<file path="src/inc/bdctl_pkg.sv">
// constants shared by the board control register block
`default_nettype none
package bdctl_pkg;
  // ==========================================================================
  // register offsets inside the block window (byte offsets)
  localparam logic [3:0] OFF_MODULE_CTRL = 4'h4;  // board_module_control
  localparam logic [3:0] OFF_STATUS_ONE  = 4'h8;  // board_status_one

  // ==========================================================================
  // board_module_control field positions
  localparam int FLASH_EN_BIT  = 0;   // flash mapped, active low
  localparam int DRAM_EN_BIT   = 1;   // dynamic memory mapped, active low
  localparam int LAN_EN_BIT    = 2;   // lan transceiver enable, active low
  localparam int IRDA_EN_BIT   = 3;   // infrared enable, active low
  localparam int FCFG_EN_BIT   = 4;   // flash supplies reset config, active low
  localparam int LOCK_BIT      = 5;   // enable-bit lock, read only
  localparam int BLOCK_EN_BIT  = 6;   // register block mapped, active low
  localparam int SERIAL_EN_BIT = 7;   // serial line transceiver, active low
  localparam int CARD_EN_BIT   = 8;   // card channel buffers, active low
  localparam int CARD_VCC_BIT  = 9;   // card supply on, active low
  localparam int VPP_LO_BIT    = 10;  // programming voltage select, low bit
  localparam int VPP_HI_BIT    = 11;  // programming voltage select, high bit
  localparam int HALF_WORD_BIT = 12;  // dram 16 bit mode, active low
  localparam int CTRL_WIDTH    = 13;  // implemented bits 0..12
  localparam int STAT_WIDTH    = 13;  // status bits 0..12

  // ==========================================================================
  // power-on defaults
  localparam logic       FLASH_EN_RST  = 1'h0;
  localparam logic       DRAM_EN_RST   = 1'h0;
  localparam logic       LAN_EN_RST    = 1'h1;
  localparam logic       IRDA_EN_RST   = 1'h1;
  localparam logic       FCFG_EN_RST   = 1'h1;
  localparam logic       LOCK_RST      = 1'h0;
  localparam logic       BLOCK_EN_RST  = 1'h0;
  localparam logic       SERIAL_EN_RST = 1'h1;
  localparam logic       CARD_EN_RST   = 1'h1;
  localparam logic       CARD_VCC_RST  = 1'h1;
  localparam logic [1:0] VPP_SEL_RST   = 2'h3;
  localparam logic       HALF_WORD_RST = 1'h1;

  // ==========================================================================
  // programming voltage encodings
  localparam logic [1:0] VPP_ZERO   = 2'h0;  // 0 V
  localparam logic [1:0] VPP_FIVE   = 2'h1;  // 5 V
  localparam logic [1:0] VPP_TWELVE = 2'h2;  // 12 V if that rail exists
  localparam logic [1:0] VPP_HIZ    = 2'h3;  // released

  // bus responder states, one-hot
  typedef enum logic [1:0] {
    BD_IDLE = 2'h1,
    BD_RESP = 2'h2
  } bdctl_bus_state_t;
endpackage : bdctl_pkg
`default_nettype wire

</file>
<file path="src/design/bdctl_top.sv">
// board control register with read-only status register and board drives
`default_nettype none
module bdctl_top (
  input  wire logic        clk,               // 200 mhz clock
  input  wire logic        rst,               // power-on reset, async, high
  // processor local bus
  input  wire logic        reg_block_chip_select_n, // block chip select
  input  wire logic        bus_strobe,        // access strobe, held until ack
  input  wire logic        bus_write,         // 1 write, 0 read
  input  wire logic [3:0]  bus_offset,        // byte offset in block
  input  wire logic [31:0] bus_wdata,         // write data
  output logic [31:0]      bus_rdata,         // read data, registered
  output logic             bus_ack,           // access done pulse
  // auxiliary register side
  input  wire logic        aux_unlock,        // aux wrote 1 to release the enable-bit lock
  // board inputs
  input  wire logic [12:0] board_status_in,   // presence detect and tools id
  input  wire logic        hard_reset,        // processor hard reset active
  input  wire logic        twelve_present,    // 12 v rail available
  // board configuration outputs
  output logic             flash_enable_n,    // flash mapped
  output logic             dram_enable_n,     // dynamic memory mapped
  output logic             lan_transceiver_enable_n, // lan transceiver on
  output logic             infrared_enable_n, // infrared transceiver on
  output logic             flash_cfg_enable_n,// flash gives reset config
  output logic             block_enable_lock_n, // enable-bit lock
  output logic             reg_block_enable_n,  // block mapped
  output logic             serial_line_enable_n,// serial transceiver on
  output logic             card_channel_enable_n, // card buffers on
  output logic             card_supply_on_n,  // card 5 v on
  output logic [1:0]       card_prog_voltage_sel, // card vpp select
  output logic             dram_half_word_n,  // dram 16 bit mode
  output logic             boot_select_offboard, // boot select freed
  output logic             mem_banks_offboard,   // both bank selects freed
  output logic             block_select_offboard,// block select freed
  output logic             hrcfg_drive,       // config register drives bus
  output logic             flash_cfg_drive,   // flash word drives config
  output logic             vpp_zero_on,       // card vpp at 0 v
  output logic             vpp_five_on,       // card vpp at 5 v
  output logic             vpp_twelve_on      // card vpp at 12 v
);

  // ==========================================================================
  // access decode
  bdctl_pkg::bdctl_bus_state_t state_reg;     // responder state
  bdctl_pkg::bdctl_bus_state_t state_next;    // next responder state
  logic take;                                 // access accepted this cycle
  logic ctrl_hit;                             // control register selected
  logic stat_hit;                             // status register selected
  logic ctrl_write;                           // write to control register
  logic [31:0] rdata_next;                    // read word to capture

  // a disabled block does not see its chip select at all
  assign take = bus_strobe & ~reg_block_chip_select_n
              & ~reg_block_enable_n
              & (state_reg == bdctl_pkg::BD_IDLE);
  assign ctrl_hit   = (bus_offset == bdctl_pkg::OFF_MODULE_CTRL);
  assign stat_hit   = (bus_offset == bdctl_pkg::OFF_STATUS_ONE);
  assign ctrl_write = take & bus_write & ctrl_hit;

  // ==========================================================================
  // responder state machine: one answer cycle after each taken access
  always_comb begin
    case (state_reg)
      bdctl_pkg::BD_IDLE: state_next = take ? bdctl_pkg::BD_RESP
                                            : bdctl_pkg::BD_IDLE;
      bdctl_pkg::BD_RESP: state_next = bdctl_pkg::BD_IDLE;
      default:            state_next = bdctl_pkg::BD_IDLE;  // illegal code
    endcase
  end

  always_ff @(posedge clk or posedge rst) begin
    if (rst) begin
      state_reg <= bdctl_pkg::BD_IDLE;
    end else begin
      state_reg <= state_next;
    end
  end

  // handshake output straight from the state
  assign bus_ack = (state_reg == bdctl_pkg::BD_RESP);

  // ==========================================================================
  // configuration bits: loaded only by power-on reset, never by hard reset,
  // so a disabled block keeps steering the board with its last contents
  always_ff @(posedge clk or posedge rst) begin
    if (rst) begin
      flash_enable_n           <= bdctl_pkg::FLASH_EN_RST;
      dram_enable_n            <= bdctl_pkg::DRAM_EN_RST;
      lan_transceiver_enable_n <= bdctl_pkg::LAN_EN_RST;
      infrared_enable_n        <= bdctl_pkg::IRDA_EN_RST;
      flash_cfg_enable_n       <= bdctl_pkg::FCFG_EN_RST;
      serial_line_enable_n     <= bdctl_pkg::SERIAL_EN_RST;
      card_channel_enable_n    <= bdctl_pkg::CARD_EN_RST;
      card_supply_on_n         <= bdctl_pkg::CARD_VCC_RST;
      card_prog_voltage_sel    <= bdctl_pkg::VPP_SEL_RST;
      dram_half_word_n         <= bdctl_pkg::HALF_WORD_RST;
    end else if (ctrl_write) begin
      // bits 13..31 of the write word are dropped here
      flash_enable_n           <= bus_wdata[bdctl_pkg::FLASH_EN_BIT];
      dram_enable_n            <= bus_wdata[bdctl_pkg::DRAM_EN_BIT];
      lan_transceiver_enable_n <= bus_wdata[bdctl_pkg::LAN_EN_BIT];
      infrared_enable_n        <= bus_wdata[bdctl_pkg::IRDA_EN_BIT];
      flash_cfg_enable_n       <= bus_wdata[bdctl_pkg::FCFG_EN_BIT];
      serial_line_enable_n     <= bus_wdata[bdctl_pkg::SERIAL_EN_BIT];
      card_channel_enable_n    <= bus_wdata[bdctl_pkg::CARD_EN_BIT];
      card_supply_on_n         <= bus_wdata[bdctl_pkg::CARD_VCC_BIT];
      card_prog_voltage_sel    <= bus_wdata[bdctl_pkg::VPP_HI_BIT:
                                            bdctl_pkg::VPP_LO_BIT];
      dram_half_word_n         <= bus_wdata[bdctl_pkg::HALF_WORD_BIT];
    end
  end

  // ==========================================================================
  // block enable: only a write made while unlocked may change it; once high
  // the block is unreachable, so only power-on brings it back
  always_ff @(posedge clk or posedge rst) begin
    if (rst) begin
      reg_block_enable_n <= bdctl_pkg::BLOCK_EN_RST;
    end else if (ctrl_write && block_enable_lock_n) begin
      reg_block_enable_n <= bus_wdata[bdctl_pkg::BLOCK_EN_BIT];
    end
  end

  // ==========================================================================
  // enable-bit lock: re-armed by every control write, released by aux unlock;
  // an unlock arriving with a control write wins so it is not lost
  always_ff @(posedge clk or posedge rst) begin
    if (rst) begin
      block_enable_lock_n <= bdctl_pkg::LOCK_RST;
    end else if (aux_unlock) begin
      block_enable_lock_n <= 1'b1;
    end else if (ctrl_write) begin
      block_enable_lock_n <= 1'b0;
    end
  end

  // ==========================================================================
  // read data: captured at the take, held until the next taken access
  always_comb begin
    rdata_next = 32'h0000_0000;
    if (bus_write) begin
      rdata_next = 32'h0000_0000;                            // writes return zero
    end else if (ctrl_hit) begin
      rdata_next[bdctl_pkg::FLASH_EN_BIT]  = flash_enable_n;
      rdata_next[bdctl_pkg::DRAM_EN_BIT]   = dram_enable_n;
      rdata_next[bdctl_pkg::LAN_EN_BIT]    = lan_transceiver_enable_n;
      rdata_next[bdctl_pkg::IRDA_EN_BIT]   = infrared_enable_n;
      rdata_next[bdctl_pkg::FCFG_EN_BIT]   = flash_cfg_enable_n;
      rdata_next[bdctl_pkg::LOCK_BIT]      = block_enable_lock_n;
      rdata_next[bdctl_pkg::BLOCK_EN_BIT]  = reg_block_enable_n;
      rdata_next[bdctl_pkg::SERIAL_EN_BIT] = serial_line_enable_n;
      rdata_next[bdctl_pkg::CARD_EN_BIT]   = card_channel_enable_n;
      rdata_next[bdctl_pkg::CARD_VCC_BIT]  = card_supply_on_n;
      rdata_next[bdctl_pkg::VPP_HI_BIT:bdctl_pkg::VPP_LO_BIT] = card_prog_voltage_sel;
      rdata_next[bdctl_pkg::HALF_WORD_BIT] = dram_half_word_n;
    end else if (stat_hit) begin
      rdata_next[bdctl_pkg::STAT_WIDTH-1:0] = board_status_in;
    end
  end

  always_ff @(posedge clk or posedge rst) begin
    if (rst) begin
      bus_rdata <= 32'h0000_0000;
    end else if (take) begin
      bus_rdata <= rdata_next;
    end
  end

  // ==========================================================================
  // chip-select release and hard-reset config source
  assign boot_select_offboard  = flash_enable_n;
  assign mem_banks_offboard    = dram_enable_n;
  assign block_select_offboard = reg_block_enable_n;
  // only one source may drive the data bus during hard reset
  assign hrcfg_drive     = hard_reset & flash_cfg_enable_n;
  assign flash_cfg_drive = hard_reset & ~flash_cfg_enable_n;

  // ==========================================================================
  // card programming voltage switches
  bdctl_vpp_dec u_vpp_dec (
    .clk            (clk),
    .vpp_sel        (card_prog_voltage_sel),
    .twelve_present (twelve_present),
    .vpp_zero_on    (vpp_zero_on),
    .vpp_five_on    (vpp_five_on),
    .vpp_twelve_on  (vpp_twelve_on)
  );
endmodule : bdctl_top
`default_nettype wire

</file>
<file path="src/design/bdctl_vpp_dec.sv">
// card programming-voltage select decoder
`default_nettype none
module bdctl_vpp_dec (
  input  wire logic       clk,              // clock for the rail check only
  input  wire logic [1:0] vpp_sel,          // card_prog_voltage_sel field
  input  wire logic       twelve_present,   // 12 v rail available
  output logic            vpp_zero_on,      // tie card vpp to 0 v
  output logic            vpp_five_on,      // drive card vpp from 5 v
  output logic            vpp_twelve_on     // drive card vpp from 12 v
);
  // ==========================================================================
  // one rail switch at most; hi-z means all switches open
  always_comb begin
    vpp_zero_on   = 1'b0;
    vpp_five_on   = 1'b0;
    vpp_twelve_on = 1'b0;
    case (vpp_sel)
      bdctl_pkg::VPP_ZERO:   vpp_zero_on = 1'b1;
      bdctl_pkg::VPP_FIVE:   vpp_five_on = 1'b1;
      // without the rail the switch stays open rather than float a dead supply
      bdctl_pkg::VPP_TWELVE: vpp_twelve_on = twelve_present;
      default: begin
        vpp_zero_on = 1'b0;
      end
    endcase
  end
endmodule : bdctl_vpp_dec
`default_nettype wire

</file>
<file path="config.mk">
export PLATFORM = sky130hd
export DESIGN_NAME = bdctl_top
export DESIGN_NICKNAME = d
export VERILOG_FILES = /design/src/inc/bdctl_pkg.sv /design/src/design/bdctl_top.sv /design/src/design/bdctl_vpp_dec.sv
export SDC_FILE = /design/constraint.sdc
export NUM_CORES = 1
export LEC_CHECK = 0
export BUFFER_PORTS_ARGS = -buffer_cell sky130_fd_sc_hd__buf_4
export CORE_MARGIN = 4
export CORE_UTILIZATION = 40
export CTS_CLUSTER_SIZE = 20
export DETAILED_ROUTE_END_ITERATION = 8
export PLACE_DENSITY = 0.87
export SLEW_MARGIN = 20
export SYNTH_ARGS = -nofsm -noshare
export SYNTH_HDL_FRONTEND = slang
export SYNTH_HIERARCHICAL = 1
export SYNTH_SLANG_ARGS = --single-unit
export TNS_END_PERCENT = 50
</file>
<file path="constraint.sdc">
create_clock -name clk -period 2.3 [get_ports clk]
set_clock_uncertainty 0.15 [all_clocks]
set_input_delay 0.46 -clock clk [delete_from_list [all_inputs] [get_ports clk]]
set_output_delay 0.46 -clock clk [all_outputs]
set_load 0.1 [all_outputs]
</file>
==> impl_summary.txt <==
----------------------------------------------------
[Worst setup path]
  R2R setup slack ... 230 ps
  Nature of the critical path endpoint ... flop
  Levels on crit path ... 4
  Worst endpoint required time ... 2370 ps
  Worst setup path class ... flop to flop
  Crit path cell chain ... nand4bb_1, or4b_1, buf_4, mux2_4
  Delay of the slowest cell on the worst path ... 530 ps
  Master of the slowest instance on the critical path ... dfrtp_4
  Reg2Reg Depth ... 4
  Worst-path fanout max ... 13
  Crit path arrival time ... 2140 ps
  Startpoint type of the worst setup path ... flop
  CP delay by family, top ... simple AND/OR/NAND/NOR gates
  Bufs and invs on worst path ... 1

[Place]
  Instance area after placement ... 1950 um^2
  Final weighted congestion of routability-driven global placement ... 0.741
  IO Port Bufs ... 71
  Placement-stage worst setup slack ... -40.4 ps
  DPL Wire Length ... 2.82 mm

[Logic synthesis]
  Number of standard cells after synthesis ... 127
  Synthesized area per cell ... 11.5 um^2
  Cell area after synthesis ... 1460 um^2
  Distinct cell type count of the synthesized netlist ... 24
  Proportion of synthesized chip area in sequential cells ... 49.0%
  Syn. warnings ... 6
  Register bit total from synthesis ... 28

[Route]
  Drt first pass iters ... 4
  DRC violation total after the first TritonRoute iteration ... 26
  Total vias in the final route ... 1,164
  Wire length after detailed routing ... 3.45 mm
  DRC violation count after routing ... 0
  Antenna Nets Post-Route ... 0
  Routed via count divided by cell count ... 4.85
  Routed len/inst ... 14.4 um

[STA]
  Total setup violations reported at the end of the flow ... 0
  Final hold slack ... -11.3 ps
  Worst max-slew margin expressed relative to the limit ... 45.4%
  Highest attainable clock frequency ... 484 MHz
  Final-report hold violation count ... 4
  Share of the clock period used by the worst path after layout ... 89.8%
  Fin crit period ... 2070 ps
  RSZ-0062 raised after global routing ... false
  Smallest setup slack after layout ... 235 ps
  Final Max Slew Viols ... 0
  Least-Margin Pin Slew ... 817 ps

[Floorplan]
  Starting utilization of the core area ... 42.6%
  Die Wd ... 68.3 um
  Core area ... 3420 um^2
  Row cnt ... 21
  Die Ht ... 68.3 um
  Ports ... 111
  DIE AREA ... 4670 um^2

[Clocking]
  Number of levels in the clock H-tree ... 1
  TritonCTS buffer count ... 3
  Buffer depth of the longest clock path ... 2
  Total clock sinks ... 28
  Hold_buf cts ... 0
  CTS tree ... yes
  Total of cells resized after clock tree synthesis ... 0
  Cell chosen for the clock root ... clkbuf_4
  Number of setup buffers added after CTS ... 0
  Clock latency reported for the late side of the worst-skew pair ... 320 ps
  Clk slew on worst S/H paths ... 140 ps

[Finish]
  Relative area change from synthesis to final layout ... 35.7%
  Combined area of the multi-input logic cells ... 604 um^2
  Final design instance area without fill ... 1980 um^2
  Fill cell instance count of the final layout ... 315
  Number of flip-flops under the largest register name ... 13
  Layout cell share with drive strength beyond 1 ... 53.6%
  Area of all sequential standard cells ... 717 um^2
  Share of the core filled with cells in the final layout ... 57.8%
  Final #Nets ... 252
  Antenna fix cells ... 0

[GRT]
  Global Route Usage Sum ... 14.8%
  Largest net degree at the start of global routing ... 16
  Congestion Overflow GR ... 0
  Initial antenna violation count ... 0
  Via count of the first global-routing pass ... 1,068
  Wire length of the first global-routing pass ... 5.24 mm

[Flow run]
  Max-cap violations ... 0

[Power and ir drop]
  Max VDD drop ... 0.424 mV
  Part of the total power dissipated in combinational logic ... 47.2%
  Sequential share of power ... 38.9%
  Pwr Density ... 743 nW/um^2
  Proportion of power drawn by the clock network ... 13.9%
  Leakage power of the design ... 0.993 nW
  Internal power summed over all cells ... 0.752 mW
  Switch Pwr ... 0.717 mW
  Switch share ... 48.8%

[Worst hold path]
  Hold crit path type ... primary input to async pin

[Run status]
  Run status ... complete, but fails checks
  Failing checks ... hold timing

----------------------------------------------------
## kinds of logic after synthesis
group	after synthesis	share of synthesized area (%)
simple gates	14	6.79
buf+inv	32	14.5
flops	28	49.0
compound gates	41	18.9
other cells	1	0.257
mux	11	10.6
## through the flow
step | std cells | setup TNS (ps) | total power [mW]
after floorplan | 145 | -197 | 1.17
after global placement | 236 | -62.2 | 1.27
after detailed placement | 236 | -88.8 | 1.27
after CTS | 240 | 0 | 1.47
after global routing | 240 | 0 | 1.52
final | 240 | 0 | 1.47
## worst register-to-register path, cell delays in order (launching register included)
cell,delay (ps)
dfrtp_4,530
nand4bb_1,230
or4b_1,520
buf_4,220
mux2_4,310
## Yosys cell counts
| cell type | n | area, um^2 |
|---|---|---|
| dfrtp_1 | 18 | 450 |
| o21ai_0 | 13 | 65.1 |
| dfstp_2 | 10 | 263 |
| buf_6 | 1 | 11.3 |
| nand2_1 | 1 | 3.75 |
| and3b_2 | 1 | 10.0 |
| mux2_4 | 8 | 120 |
| a21o_1 | 1 | 7.51 |
| nor2b_1 | 4 | 25.0 |
| nor2_1 | 2 | 7.51 |
| o31ai_1 | 13 | 97.6 |
| nand4bb_1 | 1 | 11.3 |
| mux2_2 | 3 | 33.8 |
| and2_1 | 1 | 6.26 |
| conb_1 | 1 | 3.75 |
| and2b_2 | 1 | 8.76 |
| or4b_1 | 2 | 20.0 |
| or3_1 | 1 | 6.26 |
| a22oi_1 | 13 | 97.6 |
| buf_4 | 22 | 165 |
| o21bai_1 | 1 | 7.51 |
| clkbuf_1 | 6 | 22.5 |
| inv_1 | 2 | 7.51 |
| buf_2 | 1 | 5.00 |
## routing by layer
metal	vias up	share of wire [%]	global-route usage, %
met1	560	40	19.8
met4	0	1.2	4.71
met5	-	0	0
li1	550	-	-
met3	5	7.1	2.46
met2	49	52	24.4
## final cells by class
cell class	count	share of cell area (%)
well taps	46	2.91
flip-flops and latches	28	36.3
clock buffers	4	1.33
inverters	2	0.380
repair buffers	75	28.5
multi-input cells	85	30.6
## power groups by stage
stage,combinational (mW),sequential [mW],clock [mW]
after floorplan,0.370,0.796,0
after global placement,0.691,0.578,0
after detailed placement,0.694,0.581,0
after CTS,0.695,0.572,0.209
after global routing,0.715,0.578,0.229
final,0.693,0.571,0.205
## final timing paths
check	from	end
min in group clk	aux_unlock	block_enable_lock_n
worst max-delay path	block_select_offboard	dram_enable_n
worst min-delay path	rst	block_enable_lock_n
worst min register to register	bus_rdata[9]	bus_rdata[9]
worst max register to register	block_select_offboard	dram_enable_n
max in group asynchronous	rst	state_reg[0]
## cell usage in the layout (no fill, tap or decap)
master     netlist  layout
o21ai_0         13      13
o31ai_1         13      13
nor2b_2          0       2
nor2_1           2       2
buf_4           22      75
and3b_2          1       1
nand2_1          1       1
o21bai_1         1       1
a22oi_1         13      13
mux2_2           3       3
dfrtp_4          0       1
clkbuf_1         6       1
clkbuf_4         0       3
conb_1           1      19
mux2_4           8       8
or4b_1           2       2
dfstp_2         10      10
and2_1           1       1
dfrtp_1         18      17
nand4bb_1        1       1
or3_1            1       1
inv_1            2       2
and2b_2          1       1
a21o_1           1       1
nor2b_1          4       2
Note: power is estimated with default switching activity, not from simulation.
